File: src/hdl/tt_pkg.sv
// Constants and types shared by the three-timer block.
// Assumes a 40 MHz ref_clk and APB register access.
package tt_pkg;

  localparam int APB_AW = 10;
  localparam int APB_DW = 32;

  // Register indices; byte address is four times the index
  localparam logic [7:0] IDX_TCTL = 8'h88;
  localparam logic [7:0] IDX_TIMER01_MODE_CONFIG = 8'h89;
  localparam logic [7:0] IDX_T0L = 8'h8a;
  localparam logic [7:0] IDX_T1L = 8'h8b;
  localparam logic [7:0] IDX_T0H = 8'h8c;
  localparam logic [7:0] IDX_T1H = 8'h8d;
  localparam logic [7:0] IDX_CAPTURE_COMPARE_ENABLE = 8'hc1;
  localparam logic [7:0] IDX_T2CTL = 8'hc8;
  localparam logic [7:0] IDX_T2L = 8'hcc;
  localparam logic [7:0] IDX_T2H = 8'hcd;
  // Channel 0 is the compare/reload/capture register
  localparam logic [7:0] CH_LOW_IDX [4] = '{8'hca, 8'hc2, 8'hc4, 8'hc6};
  localparam logic [7:0] CH_HIGH_IDX [4] = '{8'hcb, 8'hc3, 8'hc5, 8'hc7};

  // Reset values
  localparam logic [7:0] TCTL_RST = 8'h00;
  localparam logic [7:0] TIMER01_MODE_CONFIG_RST = 8'h00;
  localparam logic [7:0] CAPTURE_COMPARE_ENABLE_RST = 8'h00;
  localparam logic [7:0] T2CTL_RST = 8'h00;
  localparam logic [7:0] COUNT_RST = 8'h00;

  // Shared control/status fields
  localparam int TF1 = 7;
  localparam int TR1 = 6;
  localparam int TF0 = 5;
  localparam int TR0 = 4;
  localparam int IE1 = 3;
  localparam int IT1 = 2;
  localparam int IE0 = 1;
  localparam int IT0 = 0;

  // Mode register fields
  localparam int GATING_BIT_ONE = 7;
  localparam int CT1 = 6;
  localparam int OP_FIELD_ONE_LSB = 4;
  localparam int GATING_BIT_ZERO = 3;
  localparam int CT0 = 2;
  localparam int OP_FIELD_ZERO_LSB = 0;

  // Timer-two control fields
  localparam int T2_PS = 7;
  localparam int T2_I3 = 6;
  localparam int T2_I2 = 5;
  localparam int T2_RLD_LSB = 3;
  localparam int T2_CM = 2;
  localparam int T2_IN_LSB = 0;

  // Edge-detector lanes
  localparam int E_T0 = 0;
  localparam int E_T1 = 1;
  localparam int E_X0 = 2;
  localparam int E_X1 = 3;
  localparam int E_T2 = 4;
  localparam int E_RT = 5;
  localparam int E_I2 = 6;
  localparam int E_I3 = 7;
  localparam int E_CAP0 = 8;
  localparam int E_W = 12;

  // Tick divider
  localparam logic [3:0] TICK_DIV = 4'hc;

  typedef enum logic [1:0] {
    MODE_13BIT = 2'b00, MODE_16BIT = 2'b01, MODE_RELOAD8 = 2'b10, MODE_SPLIT = 2'b11
  } tt_mode_e;

  typedef enum logic [1:0] {
    T2_STOP = 2'b00, T2_TICK = 2'b01, T2_EVENT = 2'b10, T2_GATED = 2'b11
  } tt_t2in_e;

  typedef enum logic [1:0] {
    CH_OFF = 2'b00, CH_CAP_EDGE = 2'b01, CH_COMPARE = 2'b10, CH_CAP_WRITE = 2'b11
  } tt_ch_e;

  localparam logic [1:0] RLD_OVF = 2'b10;
  localparam logic [1:0] RLD_EXT = 2'b11;

endpackage

File: src/hdl/tt_three_timer.sv
// Three timer/counters with compare/capture unit on APB.
// Assumes synchronous pins and one-cycle service acknowledges.
`timescale 1ns/1ps
module tt_three_timer (
  // Clock and reset
  input wire logic ref_clk,
  input wire logic reset_n,
  // APB slave
  input wire logic psel,
  input wire logic penable,
  input wire logic pwrite,
  input wire logic [tt_pkg::APB_AW-1:0] paddr,
  input wire logic [tt_pkg::APB_DW-1:0] pwdata,
  output logic [tt_pkg::APB_DW-1:0] prdata,
  output logic pready,
  output logic pslverr,
  // Count and interrupt pins
  input wire logic countPinZero,
  input wire logic countPinOne,
  input wire logic extIrqZeroN,
  input wire logic extIrqOneN,
  input wire logic timerTwoEventPin,
  input wire logic reloadTriggerInput,
  input wire logic [3:0] captureInput,
  input wire logic irqLineTwo,
  input wire logic irqLineThree,
  // Service routine entry strobes
  input wire logic isrAckOvfZero,
  input wire logic isrAckOvfOne,
  input wire logic isrAckExtZero,
  input wire logic isrAckExtOne,
  // Status outputs
  output logic overflowFlagZero,
  output logic overflowFlagOne,
  output logic extIrqPendingZero,
  output logic extIrqPendingOne,
  output logic irqTwoEvent,
  output logic irqThreeEvent,
  output logic [3:0] compareHit
);
  import tt_pkg::*;

  function automatic logic wrHit(
    input logic en,
    input logic [7:0] idx,
    input logic [7:0] off
  );
    return en && (idx == off);
  endfunction

  // APB state
  logic pReadyFf;
  logic pSlvErrFf;
  logic [APB_DW-1:0] prdataFf;
  logic [7:0] regIdx;
  logic wrEn;
  logic [7:0] wrByte;
  logic [7:0] rdByte;
  logic mapped;

  // Registers
  logic [7:0] tconFf;
  logic [7:0] nxtTcon;
  logic [7:0] tmodFf;
  logic [7:0] ccenFf;
  logic [7:0] t2ctlFf;
  logic [15:0] t2Ff;
  logic [15:0] nxtT2;
  logic [15:0] ccFf [4];
  logic [3:0] compareHitFf;
  logic irqTwoFf;
  logic irqThreeFf;

  // Ticks and edges
  logic [3:0] divCntFf;
  logic halfFf;
  logic tick12;
  logic tick24;
  logic [E_W-1:0] pinVec;
  logic [E_W-1:0] riseEvt;
  logic [E_W-1:0] fallEvt;

  // Timer zero and one
  tt_mode_e op_field_zero;
  tt_mode_e op_field_one;
  logic run0;
  logic run1;
  logic inc0;
  logic inc1;
  logic highInc0;
  logic [7:0] t0Low;
  logic [7:0] t0High;
  logic [7:0] t1Low;
  logic [7:0] t1High;
  logic t0Wrap;
  logic t0HighWrap;
  logic t1Wrap;
  logic [3:0] flagSet;
  logic [3:0] flagAck;

  // Timer two
  tt_t2in_e t2In;
  logic t2Tick;
  logic t2Inc;
  logic t2Wrap;
  logic reloadNow;

  // APB: one wait state, data shown with pready
  assign regIdx = paddr[9:2];
  // Refused addresses must not land in any register
  assign wrEn = psel & penable & pReadyFf & pwrite & mapped;
  assign wrByte = pwdata[7:0];

  always_ff @(posedge ref_clk or negedge reset_n) begin
    if (!reset_n) begin
      pReadyFf <= 1'b0;
      pSlvErrFf <= 1'b0;
      prdataFf <= '0;
    end else begin
      pReadyFf <= psel & penable & ~pReadyFf;
      if (psel & penable & ~pReadyFf) begin
        pSlvErrFf <= ~mapped;
        prdataFf <= pwrite ? '0 : {24'h000000, rdByte};
      end else begin
        pSlvErrFf <= 1'b0;
      end
    end
  end

  always_comb begin
    rdByte = 8'h00;
    mapped = 1'b1;
    case (regIdx)
      IDX_TCTL: rdByte = tconFf;
      IDX_TIMER01_MODE_CONFIG: rdByte = tmodFf;
      IDX_T0L: rdByte = t0Low;
      IDX_T0H: rdByte = t0High;
      IDX_T1L: rdByte = t1Low;
      IDX_T1H: rdByte = t1High;
      IDX_CAPTURE_COMPARE_ENABLE: rdByte = ccenFf;
      IDX_T2CTL: rdByte = t2ctlFf;
      IDX_T2L: rdByte = t2Ff[7:0];
      IDX_T2H: rdByte = t2Ff[15:8];
      default: mapped = 1'b0;
    endcase
    for (int c = 0; c < 4; c++) begin
      if (regIdx == CH_LOW_IDX[c]) begin
        rdByte = ccFf[c][7:0];
        mapped = 1'b1;
      end
      if (regIdx == CH_HIGH_IDX[c]) begin
        rdByte = ccFf[c][15:8];
        mapped = 1'b1;
      end
    end
    if (paddr[1:0] != 2'b00) begin
      mapped = 1'b0;
      rdByte = 8'h00;
    end
  end

  // Configuration registers
  always_ff @(posedge ref_clk or negedge reset_n) begin
    if (!reset_n) begin
      tmodFf <= TIMER01_MODE_CONFIG_RST;
      ccenFf <= CAPTURE_COMPARE_ENABLE_RST;
      t2ctlFf <= T2CTL_RST;
    end else begin
      if (wrHit(wrEn, regIdx, IDX_TIMER01_MODE_CONFIG)) begin
        tmodFf <= wrByte;
      end
      if (wrHit(wrEn, regIdx, IDX_CAPTURE_COMPARE_ENABLE)) begin
        ccenFf <= wrByte;
      end
      if (wrHit(wrEn, regIdx, IDX_T2CTL)) begin
        t2ctlFf <= wrByte;
      end
    end
  end

  // Tick prescaler shared by all timers
  always_ff @(posedge ref_clk or negedge reset_n) begin
    if (!reset_n) begin
      divCntFf <= 4'h0;
      halfFf <= 1'b0;
    end else begin
      divCntFf <= tick12 ? 4'h0 : divCntFf + 4'h1;
      if (tick12) begin
        halfFf <= ~halfFf;
      end
    end
  end

  assign tick12 = (divCntFf == TICK_DIV - 4'h1);
  assign tick24 = tick12 & halfFf;

  assign pinVec = {captureInput, irqLineThree, irqLineTwo, reloadTriggerInput,
                   timerTwoEventPin, extIrqOneN, extIrqZeroN, countPinOne, countPinZero};

  tt_edge_det #(.W(E_W)) u_edges (
    .ref_clk(ref_clk),
    .reset_n(reset_n),
    .sigIn(pinVec),
    .riseEvt(riseEvt),
    .fallEvt(fallEvt)
  );

  // Timers zero and one
  assign op_field_zero = tt_mode_e'(tmodFf[OP_FIELD_ZERO_LSB +: 2]);
  assign op_field_one = tt_mode_e'(tmodFf[OP_FIELD_ONE_LSB +: 2]);
  assign run0 = tconFf[TR0] & (~tmodFf[GATING_BIT_ZERO] | extIrqZeroN);
  assign run1 = tconFf[TR1] & (~tmodFf[GATING_BIT_ONE] | extIrqOneN);
  assign inc0 = run0 & (tmodFf[CT0] ? fallEvt[E_T0] : tick12);
  assign inc1 = run1 & (tmodFf[CT1] ? fallEvt[E_T1] : tick12) & (op_field_one != MODE_SPLIT);
  // Split high half borrows timer one's run bit
  assign highInc0 = tconFf[TR1] & tick12;

  tt_timer_core u_timer0 (
    .ref_clk(ref_clk),
    .reset_n(reset_n),
    .mode(op_field_zero),
    .lowInc(inc0),
    .highInc(highInc0),
    .wrLow(wrHit(wrEn, regIdx, IDX_T0L)),
    .wrHigh(wrHit(wrEn, regIdx, IDX_T0H)),
    .wrData(wrByte),
    .countLow(t0Low),
    .countHigh(t0High),
    .mainWrap(t0Wrap),
    .highWrap(t0HighWrap)
  );

  tt_timer_core u_timer1 (
    .ref_clk(ref_clk),
    .reset_n(reset_n),
    .mode(op_field_one),
    .lowInc(inc1),
    .highInc(1'b0),
    .wrLow(wrHit(wrEn, regIdx, IDX_T1L)),
    .wrHigh(wrHit(wrEn, regIdx, IDX_T1H)),
    .wrData(wrByte),
    .countLow(t1Low),
    .countHigh(t1High),
    .mainWrap(t1Wrap),
    .highWrap()
  );

  // Flag order: overflow one, overflow zero, ext one, ext zero
  assign flagSet[3] = t1Wrap | ((op_field_zero == MODE_SPLIT) & t0HighWrap);
  assign flagSet[2] = t0Wrap;
  assign flagSet[1] = tconFf[IT1] ? fallEvt[E_X1] : ~extIrqOneN;
  assign flagSet[0] = tconFf[IT0] ? fallEvt[E_X0] : ~extIrqZeroN;
  assign flagAck = {isrAckOvfOne, isrAckOvfZero, isrAckExtOne, isrAckExtZero};

  // Hardware set wins over service clear and software write
  always_comb begin
    nxtTcon = tconFf;
    if (wrHit(wrEn, regIdx, IDX_TCTL)) begin
      nxtTcon = wrByte;
    end
    for (int f = 0; f < 4; f++) begin
      if (flagAck[f]) begin
        nxtTcon[2 * f + 1] = 1'b0;
      end
      if (flagSet[f]) begin
        nxtTcon[2 * f + 1] = 1'b1;
      end
    end
  end

  always_ff @(posedge ref_clk or negedge reset_n) begin
    if (!reset_n) begin
      tconFf <= TCTL_RST;
    end else begin
      tconFf <= nxtTcon;
    end
  end

  // Timer two
  assign t2In = tt_t2in_e'(t2ctlFf[T2_IN_LSB +: 2]);
  assign t2Tick = t2ctlFf[T2_PS] ? tick24 : tick12;

  always_comb begin
    unique case (t2In)
      T2_STOP: t2Inc = 1'b0;
      T2_TICK: t2Inc = t2Tick;
      T2_EVENT: t2Inc = fallEvt[E_T2];
      T2_GATED: t2Inc = t2Tick & timerTwoEventPin;
    endcase
  end

  assign t2Wrap = t2Inc & (t2Ff == 16'hffff);
  // Top bit clear leaves reload off
  assign reloadNow = ((t2ctlFf[T2_RLD_LSB +: 2] == RLD_OVF) & t2Wrap) |
                     ((t2ctlFf[T2_RLD_LSB +: 2] == RLD_EXT) & fallEvt[E_RT]);

  always_comb begin
    nxtT2 = t2Ff;
    if (reloadNow) begin
      nxtT2 = ccFf[0];
    end else if (t2Inc) begin
      nxtT2 = t2Ff + 16'h0001;
    end
    if (wrHit(wrEn, regIdx, IDX_T2L)) begin
      nxtT2[7:0] = wrByte;
    end
    if (wrHit(wrEn, regIdx, IDX_T2H)) begin
      nxtT2[15:8] = wrByte;
    end
  end

  always_ff @(posedge ref_clk or negedge reset_n) begin
    if (!reset_n) begin
      t2Ff <= {COUNT_RST, COUNT_RST};
    end else begin
      t2Ff <= nxtT2;
    end
  end

  // Compare/capture channels
  genvar ch;
  generate
    for (ch = 0; ch < 4; ch++) begin : g_chan
      tt_ch_e chMode;
      logic wrLow;
      logic wrHigh;
      logic capNow;

      assign chMode = tt_ch_e'(ccenFf[2 * ch +: 2]);
      assign wrLow = wrHit(wrEn, regIdx, CH_LOW_IDX[ch]);
      assign wrHigh = wrHit(wrEn, regIdx, CH_HIGH_IDX[ch]);
      assign capNow = ((chMode == CH_CAP_EDGE) & riseEvt[E_CAP0 + 3 - ch]) |
                      ((chMode == CH_CAP_WRITE) & wrLow);

      // Capture takes the timer value over the written byte
      always_ff @(posedge ref_clk or negedge reset_n) begin
        if (!reset_n) begin
          ccFf[ch] <= 16'h0000;
        end else if (capNow) begin
          ccFf[ch] <= t2Ff;
        end else begin
          if (wrLow) begin
            ccFf[ch][7:0] <= wrByte;
          end
          if (wrHigh) begin
            ccFf[ch][15:8] <= wrByte;
          end
        end
      end

      always_ff @(posedge ref_clk or negedge reset_n) begin
        if (!reset_n) begin
          compareHitFf[ch] <= 1'b0;
        end else begin
          compareHitFf[ch] <= (chMode == CH_COMPARE) & (t2Ff == ccFf[ch]);
        end
      end
    end
  endgenerate

  // Interrupt two and three edge events
  always_ff @(posedge ref_clk or negedge reset_n) begin
    if (!reset_n) begin
      irqTwoFf <= 1'b0;
      irqThreeFf <= 1'b0;
    end else begin
      irqTwoFf <= t2ctlFf[T2_I2] ? riseEvt[E_I2] : fallEvt[E_I2];
      irqThreeFf <= t2ctlFf[T2_I3] ? riseEvt[E_I3] : fallEvt[E_I3];
    end
  end

  assign prdata = prdataFf;
  assign pready = pReadyFf;
  assign pslverr = pSlvErrFf;
  assign overflowFlagOne = tconFf[TF1];
  assign overflowFlagZero = tconFf[TF0];
  assign extIrqPendingOne = tconFf[IE1];
  assign extIrqPendingZero = tconFf[IE0];
  assign irqTwoEvent = irqTwoFf;
  assign irqThreeEvent = irqThreeFf;
  assign compareHit = compareHitFf;
endmodule

File: src/hdl/tt_edge_det.sv
// Rise and fall detector over a vector of synchronous inputs.
// Assumes inputs already synchronous to ref_clk.
`timescale 1ns/1ps
module tt_edge_det #(
  parameter int W = 1
) (
  // Clock and reset
  input wire logic ref_clk,
  input wire logic reset_n,
  // Sampled inputs and edge pulses
  input wire logic [W-1:0] sigIn,
  output logic [W-1:0] riseEvt,
  output logic [W-1:0] fallEvt
);
  logic [W-1:0] prevFf;

  // Idle-high start avoids a false rise on active-low pins
  always_ff @(posedge ref_clk or negedge reset_n) begin
    if (!reset_n) begin
      prevFf <= '1;
    end else begin
      prevFf <= sigIn;
    end
  end

  genvar i;
  generate
    for (i = 0; i < W; i++) begin : g_lane
      assign riseEvt[i] = sigIn[i] & ~prevFf[i];
      assign fallEvt[i] = ~sigIn[i] & prevFf[i];
    end
  endgenerate
endmodule

File: src/hdl/tt_timer_core.sv
// Count pair of timer zero or one, with four modes.
// Assumes increments arrive as single-cycle strobes.
`timescale 1ns/1ps
module tt_timer_core (
  // Clock and reset
  input wire logic ref_clk,
  input wire logic reset_n,
  // Control
  input tt_pkg::tt_mode_e mode,
  input wire logic lowInc,
  input wire logic highInc,
  // Software access
  input wire logic wrLow,
  input wire logic wrHigh,
  input wire logic [7:0] wrData,
  // Count and wrap strobes
  output logic [7:0] countLow,
  output logic [7:0] countHigh,
  output logic mainWrap,
  output logic highWrap
);
  import tt_pkg::*;

  logic [7:0] lowFf;
  logic [7:0] highFf;
  logic [7:0] nxtLow;
  logic [7:0] nxtHigh;

  always_comb begin
    nxtLow = lowFf;
    nxtHigh = highFf;
    mainWrap = 1'b0;
    highWrap = 1'b0;
    unique case (mode)
      MODE_13BIT: begin
        if (lowInc) begin
          nxtLow = {lowFf[7:5], lowFf[4:0] + 5'h01};
          if (lowFf[4:0] == 5'h1f) begin
            nxtHigh = highFf + 8'h01;
            mainWrap = (highFf == 8'hff);
          end
        end
      end
      MODE_16BIT: begin
        if (lowInc) begin
          nxtLow = lowFf + 8'h01;
          if (lowFf == 8'hff) begin
            nxtHigh = highFf + 8'h01;
            mainWrap = (highFf == 8'hff);
          end
        end
      end
      MODE_RELOAD8: begin
        if (lowInc) begin
          if (lowFf == 8'hff) begin
            nxtLow = highFf;
            mainWrap = 1'b1;
          end else begin
            nxtLow = lowFf + 8'h01;
          end
        end
      end
      MODE_SPLIT: begin
        if (lowInc) begin
          nxtLow = lowFf + 8'h01;
          mainWrap = (lowFf == 8'hff);
        end
        if (highInc) begin
          nxtHigh = highFf + 8'h01;
          highWrap = (highFf == 8'hff);
        end
      end
    endcase
    // Software write wins over a same-cycle count
    if (wrLow) begin
      nxtLow = wrData;
    end
    if (wrHigh) begin
      nxtHigh = wrData;
    end
  end

  always_ff @(posedge ref_clk or negedge reset_n) begin
    if (!reset_n) begin
      lowFf <= COUNT_RST;
      highFf <= COUNT_RST;
    end else begin
      lowFf <= nxtLow;
      highFf <= nxtHigh;
    end
  end

  assign countLow = lowFf;
  assign countHigh = highFf;
endmodule

File: config.mk
export PLATFORM = sky130hd
export DESIGN_NAME = tt_three_timer
export DESIGN_NICKNAME = d
export VERILOG_FILES = /design/src/hdl/tt_pkg.sv /design/src/hdl/tt_three_timer.sv /design/src/hdl/tt_edge_det.sv /design/src/hdl/tt_timer_core.sv
export SDC_FILE = /design/constraint.sdc
export NUM_CORES = 1
export LEC_CHECK = 0
export BUFFER_PORTS_ARGS = -buffer_cell sky130_fd_sc_hd__buf_2
export CAP_MARGIN = 5
export CORE_ASPECT_RATIO = 1.2
export CORE_UTILIZATION = 40
export DETAILED_ROUTE_END_ITERATION = 6
export PLACE_DENSITY = 0.69
export SETUP_SLACK_MARGIN = 0.5
export SLEW_MARGIN = 10
export SYNTH_ARGS = -nofsm -noshare
export SYNTH_HDL_FRONTEND = slang
export SYNTH_SLANG_ARGS = --single-unit
export TNS_END_PERCENT = 30
File: constraint.sdc
create_clock -name ref_clk -period 4.29 [get_ports ref_clk]
set_input_delay 0.2145 -clock ref_clk [delete_from_list [all_inputs] [get_ports ref_clk]]
set_output_delay 0.2145 -clock ref_clk [all_outputs]
set_load 0.05 [all_outputs]
* Yosys cells after proc, flatten, opt, wreduce, memory -nomap -nowiden *
Cells that the tools add are included.

storage, ports and cells
  bits in registers = 201

cells by class
  add/sub/neg operators = 8
  eq/ne operators = 71
  muxes and demuxes = 99
  bitwise logic cells = 70
  reductions and logical operators = 47

operators by type and width
  kind                     number
  $mux W8                  40
  $eq A8 B8 Y1 const B     22
  $mux W16                 6
  $pmux W8 S10             1
  $pmux W8 S3              3
  $eq A16 B16 Y1           4
  $and A1 B1 Y1            43
  $mux W1                  42
  $add A8 B1 Y8 const B    4
  $eq A2 B2 Y1 const B     16
  $ne A3 B2 Y1 const B     9
  $reduce_bool A3 Y1       7
  $not A1 Y1               19
  $logic_and A1 B1 Y1      18
  $ne A3 B1 Y1 const B     6
  $reduce_bool A2 Y1       9
  $add A16 B1 Y16 const B  1
  $eq A16 B16 Y1 const B   1
  $pmux W8 S2              1
  $eq A2 B1 Y1 const B     7
  $pmux W1 S4              3
  $reduce_and A3 Y1        4
  $add A5 B1 Y5 const B    2
  $eq A5 B5 Y1 const B     2
  13 further kinds         25

* Depth between registers and ports, before layout *
Gate-level depths: netlist of run 1.

  word-level depth = 17
  depth in mapped cells = 11
  gate-level depth less buffers = 10

* Cells and area by module *
A second synthesis of run 1 with hierarchy kept.

second synthesis, totals
  cells, all modules = 1348
  area total of the unflattened synthesis = 12181.7 um^2

by module, submodules not included
  module                    times used  cells each  area an instance (um^2)
  tt_three_timer            1           1014        9136.3
  tt_timer_core (u_timer0)  1           156         1305.0
  tt_timer_core (u_timer1)  1           142         1214.9
  tt_edge_det               1           36          525.5

* Worst setup path before layout of run 1 *
OpenSTA, ideal clock, no wires.

  path kind = register to register
  start point = register u_timer0.lowFf[0], in the netlist u_timer0.countLow[0]
  end point = register u_timer0.highFf[3], in the netlist u_timer0.countHigh[3]
  library setup time = 0.125 ns
  data arrival time = 2.156 ns
  required time = 4.165 ns
  path slack = 2.010 ns
  stages on the path, launching flop included = 12
  path through = dfrtp_1 > ha_1 > nand3_1 > inv_1 > ha_1 > nor2b_1 > a41o_1 > a32o_1 > clkbuf_1 > nand2_1 > xnor2_1 > mux2_2

between the ends
  longest elaborated chain between the ends = 3

RTL lines
  what                                          RTL line                                  source
  start: declaration                            tt_timer_core.sv:24                       logic [7:0] lowFf;
  start signal: assignment                      tt_timer_core.sv:88                       lowFf <= nxtLow;
  $eq A8 B8 Y1 or $eq A5 B5 Y1 (tied branches)  tt_timer_core.sv:47, tt_timer_core.sv:38
  $ne A3 B1 Y1 (no source line)                 --
  $reduce_and A6 Y1 (no source line) *          --
  end signal: assignment                        tt_timer_core.sv:89                       highFf <= nxtHigh;
  end: declaration                              tt_timer_core.sv:25                       logic [7:0] highFf;

Every way passes the cells marked *; elsewhere a longest branch is shown, timed or not.
A chain may end at the register's enable or synchronous reset.

* Final worst setup path of run 1 *
  start point = register t2Ff[4]
  end point = register t2Ff[1]

between the ends
  longest elaborated chain between the ends = 6

RTL lines
  what                      RTL line               source
  start: declaration        tt_three_timer.sv:67   logic [15:0] t2Ff;
  start signal: assignment  tt_three_timer.sv:314  t2Ff <= {COUNT_RST, COUNT_RST};
  start signal: assignment  tt_three_timer.sv:316  t2Ff <= nxtT2;
  $eq A16 B16 Y1 *          tt_three_timer.sv:292  assign t2Wrap = t2Inc & (t2Ff == 16'hffff);
  $and A1 B1 Y1 *           tt_three_timer.sv:292
  $and A1 B1 Y1 *           tt_three_timer.sv:294  assign reloadNow = ((t2ctlFf[T2_RLD_LSB +: 2] == RLD_OVF) & t2Wrap) |
  $or A1 B1 Y1 *            tt_three_timer.sv:294
  $mux W16                  tt_three_timer.sv:299  if (reloadNow) begin
  $mux W8                   tt_three_timer.sv:304  if (wrHit(wrEn, regIdx, IDX_T2L)) begin

Marked as above.

==> run_results.csv, run 1 <==
group,metric,value,unit
outcome,status,"finished, final reports clean",
timing,fin_skew,0.0124,ns
setup_path,path_cells,"nand4_1 -> nor4_1 -> a31oi_1 -> buf_4 -> a211o_1 -> a21oi_1 -> nor3_1",
global_route,grt_pass1_wl,60100,um
synth,synth_area,11700,um^2
finish,fin_nets,1382,
route,drtPass1Iterations,6,
setup_path,required,4.62,ns
floorplan,core_area,28800,um^2
placed_design,hpwl,26500,um
global_route,grt-ovfl-total,0,
route,wl_per_cell,22.7,um
finish,largest_register_ffs,64,
global_route,grt_pass1_vias,10265,
setup_path,rrSetupSlack,1.45,ns
floorplan,design.die.area,29800,um^2
run,cap_violations,0,
floorplan,rows,68,
clock_tree,ctsHtreeMaxLevel,4,
synth,synth_xor_area_share,6.76,%
floorplan,io_pins,107,
finish,top_regs,"ccFf (64), t2Ff (16), u_edges.prevFf (12)",
finish,final_cell_mix,"dfrtp_1, nand2_1, o21ai_0, mux2i_1, xor2_1",
setup_path,path_class,"flip-flop to flip-flop",
placed_design,gp_congestion,0.988,
setup_path,critPathSlowestCell,"dfrtp_1",
placed_design,io_buffer_count,58,
setup_path,crit_arrival,3.17,ns
clock_tree,cts_sinks,177,
global_route,grt_max_degree,114,
timing,rsz0062_at_grt,"false",
synth,synth-edff-count,0,
timing,finalSetupTns,0,ns
route,ant_nets,0,
synth,synth_cells,1293,
setup_path,reg2reg_from,"t2Ff[4]",
clock_tree,cts_tree,"done",
timing,worst_slew_pin_slew,1.14,ns
timing,fin_crit,2.84,ns
power,max-vdd-ir-drop,0.192,mV
finish,area.growth.synth_to_final,10.4,%
synth,synth-compound-area-share,17.1,%
placed_design,placed_cells,1661,
synth,synth_mux_area_share,12.7,%
setup_path,cp-end-kind,"flip-flop",
synth,synthFlopType,"dfrtp_1",
timing,final_hold_viol_count,0,
timing,drv_slew,0,
setup_path,worstRegToRegCells,7,
power,leakage,6.05,nW
timing,clock.fmax,0.352,GHz
route,drc_errors,0,
timing,setup_violations,0,
clock_tree,insertion_delay,0.45,ns
floorplan,start_util,40.6,%
global_route,grt_antenna_before_repair,4,
route,drt-initial-drc-count,984,
setup_path,startpoint,"t2Ff[4]",
finish,largest_register,"ccFf",
route,viasPerCell,6.15,
synth,synth.avg_cell_area,9.02,um^2
min_path,worstHoldPathCells,2,
floorplan,die_w,158,um
clock_tree,clockBufferDepth,2,
synth,synth_warnings,0,
timing,maxSlewHeadroom,23.5,%
setup_path,crit_fanout,17,
setup_path,r2r-end,"t2Ff[1]",
clock_tree,cts_made_buffers,17,
clock_tree,root_buffer,"clkbuf_16",
floorplan,die_h,189,um
finish,layout_commonest_cell,"dfrtp_1",
synth,ys_async_sr_fraction,100,%
timing,period_share,66.2,%
synth,synth_top_family_by_area,"simple AND/OR/NAND/NOR gates",
finish,fill_cells,2801,
setup_path,critPathMaxStageDelay,0.86,ns
synth,synth-adder-area-share,0.858,%
power,pwr_density_cell,277,nW/um^2
finish,stdcell_count,1712,
route,num_vias,10522,
synth,synth_seq_cells,177,
clock_tree,cts.reportedPaths.clkPinSlew,0.08,ns
finish,drive_gt1_share,15.4,%
synth,ys_types,75,
global_route,grt_usage,26.9,%
synth,synthSimpleGateAreaFrac,18.8,%
setup_path,startpoint_type,"flip-flop",
route,drt-total-wl,38900,um
setup_path,crit_end,"t2Ff[1]",
min_path,hold_class,"primary input to flip-flop",
synth,synth_seq_area_share,38.1,%
cell families (layout without fill, tap and decap cells):
logic type,count (synthesis),in the layout
mux,141,141
simple gates,420,420
flops,177,177
other cells,1,27
fa+ha+maj,8,8
xor+xnor,90,90
compound gates,313,313
buf+inv,143,151
per-layer routing:
layer / part of all wire, % / vias to the layer above / global-route usage [%]
li1: - / 4679 / -
met1: 41 / 5169 / 34.8
met2: 45 / 544 / 41.7
met3: 8.7 / 128 / 5.47
met4: 5.5 / 2 / 15.1
met5: 0.033 / - / 0
cell usage after synthesis, types with 5 or more instances:
cell / n / share of area [%]
xor2_1: 65 / 4.9
and4_1: 5 / 0.38
a32oi_1: 6 / 0.45
o31ai_1: 5 / 0.32
xnor2_1: 25 / 1.9
inv_1: 15 / 0.48
a31oi_1: 18 / 0.97
dfrtp_1: 165 / 35
a31o_2: 5 / 0.38
nor4_1: 16 / 0.86
buf_4: 28 / 1.8
a22oi_1: 13 / 0.84
a211oi_1: 11 / 0.71
a221oi_1: 7 / 0.53
and2_1: 6 / 0.32
nand2_1: 150 / 4.8
a22o_1: 8 / 0.60
o21ai_1: 10 / 0.43
ha_1: 8 / 0.86
nand3_2: 7 / 0.60
o21ai_0: 101 / 4.3
nand2b_1: 12 / 0.64
nor3_1: 24 / 1.0
or2_2: 5 / 0.27
clkbuf_1: 54 / 1.7
a21o_1: 9 / 0.58
o211ai_1: 8 / 0.51
buf_2: 21 / 0.90
mux2_2: 42 / 4.1
mux2i_1: 98 / 8.4
nand3_1: 35 / 1.5
and3_1: 23 / 1.2
nor2b_1: 11 / 0.59
a21oi_1: 59 / 2.5
buf_1: 20 / 0.64
o221ai_1: 6 / 0.45
o22ai_1: 15 / 0.80
nor2_1: 63 / 2.0
dfstp_2: 12 / 2.7
nand4_1: 25 / 1.3
power by group:
part | switching [W] | total, W | internal, W
logic | 0.000233 | 0.000307 | 0.0000740
clock network | 0.000731 | 0.00156 | 0.000826
registers | 0.0000154 | 0.00170 | 0.00169
metrics by stage:
stage | util [%] | instance area [um^2] | total power, W | setup slack [ns] | hold WS (ns)
CTS | 44.7 | 12900 | 0.00357 | 1.52 | 0.00105
floorplan | - | 11700 | 0.00192 | 2.01 | -0.0811
global placement | 42.2 | 12100 | 0.00202 | 1.14 | 0.329
finish | 44.8 | 12900 | 0.00357 | 1.45 | 0.00503
detailed placement | 42.2 | 12100 | 0.00202 | 1.09 | 0.330
global route | 44.7 | 12900 | 0.00367 | 1.32 | 0.00815
worst max-delay path, delay by kind of cell, from the launching register on:
| family | cells | cell delay [ns] |
|---|---|---|
| buf+inv | 1 | 0.28 |
| flops | 1 | 0.86 |
| simple gates | 3 | 0.89 |
| compound gates | 3 | 0.70 |
layout make-up:
type,instances,area (um^2),area share [%]
antenna,3,7.51,0.0583
clock buffer,19,443,3.44
clock inverter,13,125,0.972
inverter,18,67.6,0.525
multi-input combinational,996,6640,51.6
sequential,177,4440,34.5
tap,385,482,3.74
timing repair buffer,101,662,5.14
how the worst min path moves through the flow:
| stage | from | endpoint | slack [ns] |
|---|---|---|---|
| 2_1_floorplan | reset_n | ccFf[0] | -0.08 |
| 3_3_place_gp | captureInput[3] | u_edges.prevFf[11] | 0.33 |
| 3_5_place_dp | captureInput[3] | u_edges.prevFf[11] | 0.33 |
| 4_1_cts | isrAckOvfOne | tconFf[7] | 0.001 |
| 5_1_grt | isrAckOvfOne | tconFf[7] | 0.008 |
| 6_report | isrAckOvfOne | tconFf[7] | 0.005 |
what timing repair did:
item,4_1_cts,5_1_grt
hold buffers,16,0
setup endpoints to repair,0,0
hold endpoints to repair,118,0
setup buffers,0,0
gates resized for setup,0,0
(Power assumes the default switching activity.)
==> inputs of run 2 (changes only) <==
--- a/config.mk
+++ b/config.mk
@@ -5,6 +5,7 @@
 export SDC_FILE = /design/constraint.sdc
 export NUM_CORES = 1
 export LEC_CHECK = 0
+export ABC_AREA = 1
 export BUFFER_PORTS_ARGS = -buffer_cell sky130_fd_sc_hd__buf_2
 export CAP_MARGIN = 5
 export CORE_ASPECT_RATIO = 1.2
==> constraint.sdc (replaced) <==
create_clock -name ref_clk -period 3 [get_ports ref_clk]
set_input_delay 0.15 -clock ref_clk [delete_from_list [all_inputs] [get_ports ref_clk]]
set_output_delay 0.15 -clock ref_clk [all_outputs]
set_load 0.05 [all_outputs]
==> run 2 against run 1 <==
  * Design area is 2.7% higher
  * Setup slack worse by 0.83 ns
  * Maximum frequency is 20% higher
  * Worst hold slack better by 0.0076 ns
  * Core utilization is 1.2 points higher
  * Synthesized area is 0.26% higher
  * Sequential power is 47% higher
  * Wire length is 8.4% higher
  * First-iteration DRC count is 37% higher
  * Total power is 49% higher
==> run_results.csv, run 2 <==
group,metric,value,unit
power,swShare,27.2,%
route,num_vias,12028,
placed_design,placed_cells,2060,
route,drtPass1Iterations,6,
timing,maxSlewHeadroom,47.9,%
synth,synth_cells,1628,
timing,fin_skew,0.0166,ns
route,wl_per_cell,20.0,um
finish,area.growth.synth_to_final,13.1,%
placed_design,gp_congestion,1.02,
timing,clock.fmax,0.421,GHz
timing,holdWs,0.0126,ns
setup_path,reg2reg_from,"t2Ff[1]",
synth,synth_top_area_share,35.3,%
floorplan,die_h,189,um
timing,drv_slew,0,
route,drt-initial-drc-count,1345,
setup_path,crit_arrival,2.70,ns
floorplan,rows,68,
synth,ys_types,45,
setup_path,required,3.32,ns
floorplan,start_util,40.7,%
global_route,grt_pass1_wl,64300,um
synth,synth_area_leaders,"dfrtp_1, nand3_1, nand2_1",
floorplan,die_w,158,um
setup_path,critPathTopFamily,"simple AND/OR/NAND/NOR gates",
synth,synth_area,11700,um^2
finish,largest_register,"ccFf",
clock_tree,ctsHtreeMaxLevel,4,
timing,finalSetupTns,0,ns
clock_tree,insertion_delay,0.46,ns
synth,ys_async_sr_fraction,100,%
power,leakage,6.51,nW
setup_path,startpoint,"t2Ff[1]",
setup_path,critPathMostFrequentCell,"nand2_1",
placed_design,io_buffer_count,58,
finish,stdcell_count,2110,
clock_tree,cts_tree,"done",
clock_tree,cts_sinks,177,
synth,synthTopCellsByCount,"nand2_1, nand3_1, inv_1, dfrtp_1, nor2_1",
timing,period_share,79.2,%
power,p_int,0.00387,W
global_route,grt-ovfl-total,0,
synth,synth_seq_area_share,38.0,%
clock_tree,cts_made_buffers,17,
power,max-vdd-ir-drop,0.258,mV
synth,synth_warnings,0,
synth,synth.avg_cell_area,7.18,um^2
setup_path,critPathMaxStageDelay,0.36,ns
floorplan,io_pins,107,
power,power_frac_seq,47.1,%
clock_tree,clockBufferDepth,2,
run,cap_violations,0,
global_route,grt_usage,28.8,%
power,clkPwrFrac,44.6,%
power,power.switching,0.00145,W
route,ant_nets,0,
global_route,grt_max_degree,70,
finish,final_cell_mix,"nand2_1, nand3_1, inv_1, dfrtp_1, nor2_1",
finish,drive_gt1_share,12.6,%
power,p_comb_share,8.3,%
placed_design,hpwl,29900,um
finish,largest_register_ffs,64,
synth,synthFlopType,"dfrtp_1",
synth,synth_seq_cells,177,
setup_path,path_cells,"ha_1 -> nand2_1 -> nor2_4 -> nand3_2 -> nor2_4 -> nand2_1 -> nor3_2 -> buf_4 -> nand3_1 -> nand2_2 -> inv_2 -> nand2_1 -> o21ai_1 -> nand2_1 -> o211ai_1",
setup_path,startpoint_type,"flip-flop",
floorplan,design.die.area,29900,um^2
timing,fin_crit,2.38,ns
clock_tree,root_buffer,"clkbuf_16",
timing,worst_slew_pin_slew,0.782,ns
finish,top_regs,"ccFf (64), t2Ff (16), u_edges.prevFf (12)",
setup_path,crit_fanout,16,
synth,yosys.area.top_type,"dfrtp_1",
global_route,grt_antenna_before_repair,0,
floorplan,core_area,28800,um^2
timing,final_hold_viol_count,0,
timing,setup_violations,0,
outcome,status,"finished, final reports clean",
synth,synth.most_common_cell,"nand2_1",
route,drc_errors,0,
min_path,hold_class,"primary input to flip-flop",
setup_path,cp-end-kind,"flip-flop",
power,pwr_density_cell,402,nW/um^2
clock_tree,cts.reportedPaths.clkPinSlew,0.07,ns
route,viasPerCell,5.70,
timing,rsz0062_at_grt,"true",
setup_path,path_class,"flip-flop to flip-flop",
finish,fin_nets,1783,
setup_path,crit_buf_inv,2,
synth,synth-edff-count,0,
finish,fill_cells,2981,
global_route,grt_pass1_vias,11380,
clock_tree,cts_setup_buffers,0,
finish,layout_commonest_cell,"nand2_1",
finish,antenna_cells,0,
min_path,min_from,"isrAckExtOne",
setup_path,critPathSlowestCell,"dfrtp_1",
route,drt-total-wl,42200,um
[run 2: power by group through the flow]
stage | sequential, W | clock [W] | combinational, W
3_3_place_gp | 0.00255 | 0 | 0.000412
4_1_cts | 0.00250 | 0.00239 | 0.000441
3_5_place_dp | 0.00254 | 0 | 0.000423
5_1_grt | 0.00251 | 0.00247 | 0.000485
2_1_floorplan | 0.00255 | 0 | 0.000252
6_report | 0.00250 | 0.00237 | 0.000443
[run 2: metal layers]
layer  wire [um]  GRT usage, %
met5           0             0
met4        2930          18.6
met3        3600          4.51
met2       19600          46.5
met1       16000          35.6
[run 2: area by class of cell]
type	count	area, um^2	share of cell area, %
multi-input cells	1197	6100	46.1
flip-flops and latches	177	4450	33.6
clock inverters	12	156	1.18
repair buffers	128	870	6.58
inverters	191	732	5.54
well taps	385	482	3.64
clock buffers	20	437	3.30
[run 2: cells by family (layout without fill, tap and decap cells)]
kind of cell             after synthesis  count (layout)  share of synthesized area (%)
AO/OA/AOI/OAI                        224             224                           11.4
XOR/XNOR                              45              45                           3.37
adder cells (fa/ha/maj)                8               8                          0.856
buffers and inverters                277             351                           10.8
flip-flops                           177             177                           38.0
other                                  1              24                         0.0321
AND/OR/NAND/NOR                      896             896                           35.5
[run 2: tightest hold or removal path: stages]
cell	delay [ns]
buf_2	0.07
inv_1	0.04
nand3_1	0.07
o211ai_1	0.08
[run 2: path summary, 6_finish.rpt]
check | end | slack, ns | depth (start not counted)
max in group asynchronous | u_edges.prevFf[9] | 1.81 | 3
setup / recovery | t2Ff[3] | 0.62 | 15
hold reg to reg | pready | 0.47 | 1
hold / removal | tconFf[3] | 0.01 | 4
min in group asynchronous | u_timer0.countLow[0] | 0.28 | 2
setup reg to reg | t2Ff[3] | 0.62 | 15
[run 2: what timing repair did]
item	in CTS	in global routing
resized for setup	5	5
hold endpoints to repair	79	0
endpoints found under the setup margin	17	68
hold buffers	18	0
[run 2: through the flow]
stage	util, %	power, W	setup WS, ns	instance area (um^2)
floorplan	-	0.00280	0.869	11800
global placement	43.2	0.00296	0.267	12400
detailed placement	43.2	0.00297	0.186	12400
CTS	45.9	0.00533	0.518	13200
global route	46.0	0.00547	0.481	13200
finish	46.0	0.00532	0.623	13200
==> inputs of run 3 (changes only) <==
--- a/config.mk
+++ b/config.mk
@@ -5,7 +5,7 @@
 export SDC_FILE = /design/constraint.sdc
 export NUM_CORES = 1
 export LEC_CHECK = 0
-export ABC_AREA = 1
+export ABC_AREA = 0
 export BUFFER_PORTS_ARGS = -buffer_cell sky130_fd_sc_hd__buf_2
 export CAP_MARGIN = 5
 export CORE_ASPECT_RATIO = 1.2
==> constraint.sdc (replaced) <==
create_clock -name ref_clk -period 2.4 [get_ports ref_clk]
set_input_delay 0.12 -clock ref_clk [delete_from_list [all_inputs] [get_ports ref_clk]]
set_output_delay 0.12 -clock ref_clk [all_outputs]
set_load 0.05 [all_outputs]
==> run 3 against run 2 <==
  * Worst hold slack gained 0.096 ns
  * First-iteration DRC count decreased by 5.7%
  * Global-route usage shrank 0.27 points
  * Total power increased by 23%
  * Design area is 9.6% higher
==> run_results.csv, run 3 (synthesis results as in run 1) <==
group,metric,value,unit
setup_path,r2r-end,"u_timer0.countHigh[3]",
floorplan,io_pins,107,
clock_tree,ctsHtreeMaxLevel,4,
global_route,grt_pass1_vias,10765,
finish,design_area,14500,um^2
clock_tree,insertion_delay,0.45,ns
clock_tree,cts.reportedPaths.clkPinSlew,0.07,ns
outcome,status,"finished, final reports clean",
placed_design,io_buffer_count,58,
route,ant_nets,0,
setup_path,startpoint_type,"flip-flop",
min_path,hold_class,"primary input to flip-flop",
power,swShare,27.3,%
finish,fin_nets,1493,
finish,layout_commonest_cell,"dfrtp_1",
power,p_int,0.00477,W
floorplan,design.die.area,29800,um^2
finish,fin_util,50.4,%
timing,period_share,89.2,%
timing,fin_skew,0.00977,ns
setup_path,required,2.73,ns
clock_tree,clockBufferDepth,2,
timing,final_hold_viol_count,0,
global_route,grt_pass1_wl,63800,um
finish,largest_register_ffs,64,
route,drc_errors,0,
setup_path,crit_arrival,2.47,ns
setup_path,crit_fanout,8,
power,clkPwrFrac,44.0,%
timing,drv_slew,0,
power,power_frac_seq,46.4,%
timing,finalSetupTns,0,ns
floorplan,die_w,158,um
finish,final_cell_mix,"dfrtp_1, nand2_1, buf_4, mux2i_1, o21ai_0",
clock_tree,cts_sinks,177,
setup_path,reg2reg_from,"u_timer0.countLow[1]",
setup_path,cp-end-kind,"flip-flop",
finish,largest_register,"ccFf",
route,viasPerCell,6.18,
power,pwr_density_cell,453,nW/um^2
timing,rsz0062_at_grt,"true",
clock_tree,cts_tree,"done",
placed_design,placed_cell_area,12800,um^2
global_route,grt-ovfl-total,0,
power,power.switching,0.00179,W
timing,setup_violations,0,
run,cap_violations,0,
min_path,whs_endpoint,"tmodFf[3]",
timing,maxSlewHeadroom,54.3,%
power,leakage,6.80,nW
finish,drive_gt1_share,27.2,%
finish,area.growth.synth_to_final,24.2,%
global_route,grt_max_degree,71,
global_route,grt_usage,28.6,%
route,wl_per_cell,23.4,um
route,drtPass1Iterations,6,
floorplan,start_util,40.6,%
setup_path,rrSetupSlack,0.26,ns
min_path,worstHoldPathCells,3,
global_route,grt_antenna_before_repair,0,
route,drt-total-wl,42600,um
route,num_vias,11242,
power,max-vdd-ir-drop,0.408,mV
min_path,min_from,"pwdata[3]",
timing,clock.fmax,0.467,GHz
timing,worst_slew_pin_slew,0.686,ns
setup_path,worstRegToRegCells,10,
floorplan,rows,68,
timing,fin_crit,2.14,ns
floorplan,core_area,28800,um^2
placed_design,gp_congestion,0.959,
clock_tree,cts_made_buffers,17,
floorplan,die_h,189,um
finish,top_regs,"ccFf (64), t2Ff (16), u_edges.prevFf (12)",
clock_tree,root_buffer,"clkbuf_16",
placed_design,hpwl,28400,um
setup_path,path_class,"flip-flop to flip-flop",
finish,antenna_cells,0,
power,p_comb_share,9.6,%
route,drt-initial-drc-count,1268,
[run 3: cell types whose count changed in the layout (fill, tap and decap cells not counted), moves of 28 or more]
cell      previous run  this run
nand3_1            300        33
mux2i_1              0        97
buf_4               52       110
inv_1              173        13
nor2_1              97        59
xor2_1              37        65
o211ai_1            38         8
nand2_1            398       141
mux2_2               0        41
a21oi_1             28        57
[run 3: worst max path at each step]
stage	start	to	slack (ns)
detailed placement	paddr[4]	prdata[7]	0.08
CTS	u_timer0.countLow[0]	u_timer0.countHigh[3]	0.33
global route	u_timer0.countLow[1]	u_timer0.countHigh[3]	0.22
finish	u_timer0.countLow[1]	u_timer0.countHigh[3]	0.26
global placement	paddr[4]	prdata[7]	0.05
floorplan	u_timer0.countLow[0]	u_timer0.countHigh[3]	0.34
[run 3: area by class of cell]
cell class | count | area, um^2
clock buffers | 18 | 439
clock inverters | 14 | 153
inverters | 18 | 70.1
flip-flops and latches | 177 | 4460
well taps | 385 | 482
multi-input cells | 996 | 7160
repair buffers | 212 | 1730
fillers | 2639 | 14300
[run 3: repair_timing]
item,in CTS,in global routing
gates cloned,0,4
hold endpoints to repair,79,0
hold buffers,17,0
setup endpoints to repair,115,127
setup buffers,22,26
gates resized for setup,53,70
pin swaps,20,39
[run 3: power groups by stage]
| stage | clock, W | combinational, W | sequential (W) |
|---|---|---|---|
| floorplan | 0 | 0.000329 | 0.00312 |
| global placement | 0 | 0.000562 | 0.00311 |
| detailed placement | 0 | 0.000566 | 0.00311 |
| CTS | 0.00291 | 0.000608 | 0.00305 |
| global route | 0.00302 | 0.000666 | 0.00305 |
| finish | 0.00289 | 0.000628 | 0.00305 |
[run 3: routing by layer]
layer,global-route usage (%),vias up,wire length (um)
met2,45.3,659,19800
met4,14.7,0,2300
li1,-,4909,-
met3,6.43,173,3730
met5,0,-,0
met1,36.1,5501,16800
[run 3: critical path, stage by stage, from the launching register on]
cell,delay (ns)
dfrtp_1,0.43
ha_4,0.19
nand3_4,0.10
inv_4,0.05
ha_4,0.14
nor2b_4,0.12
a41o_1,0.21
a32o_2,0.34
nand2_2,0.11
xnor2_2,0.07
mux2_4,0.26
[run 3: stage by stage]
stage | worst slack (ns) | total power (W) | hold slack (ns) | std cells
floorplan | 0.338 | 0.00345 | -0.176 | 1316
global placement | 0.0517 | 0.00367 | 0.190 | 1719
detailed placement | 0.0790 | 0.00367 | 0.196 | 1719
CTS | 0.330 | 0.00656 | 0.0903 | 1790
global route | 0.222 | 0.00674 | 0.136 | 1820
finish | 0.259 | 0.00656 | 0.108 | 1820
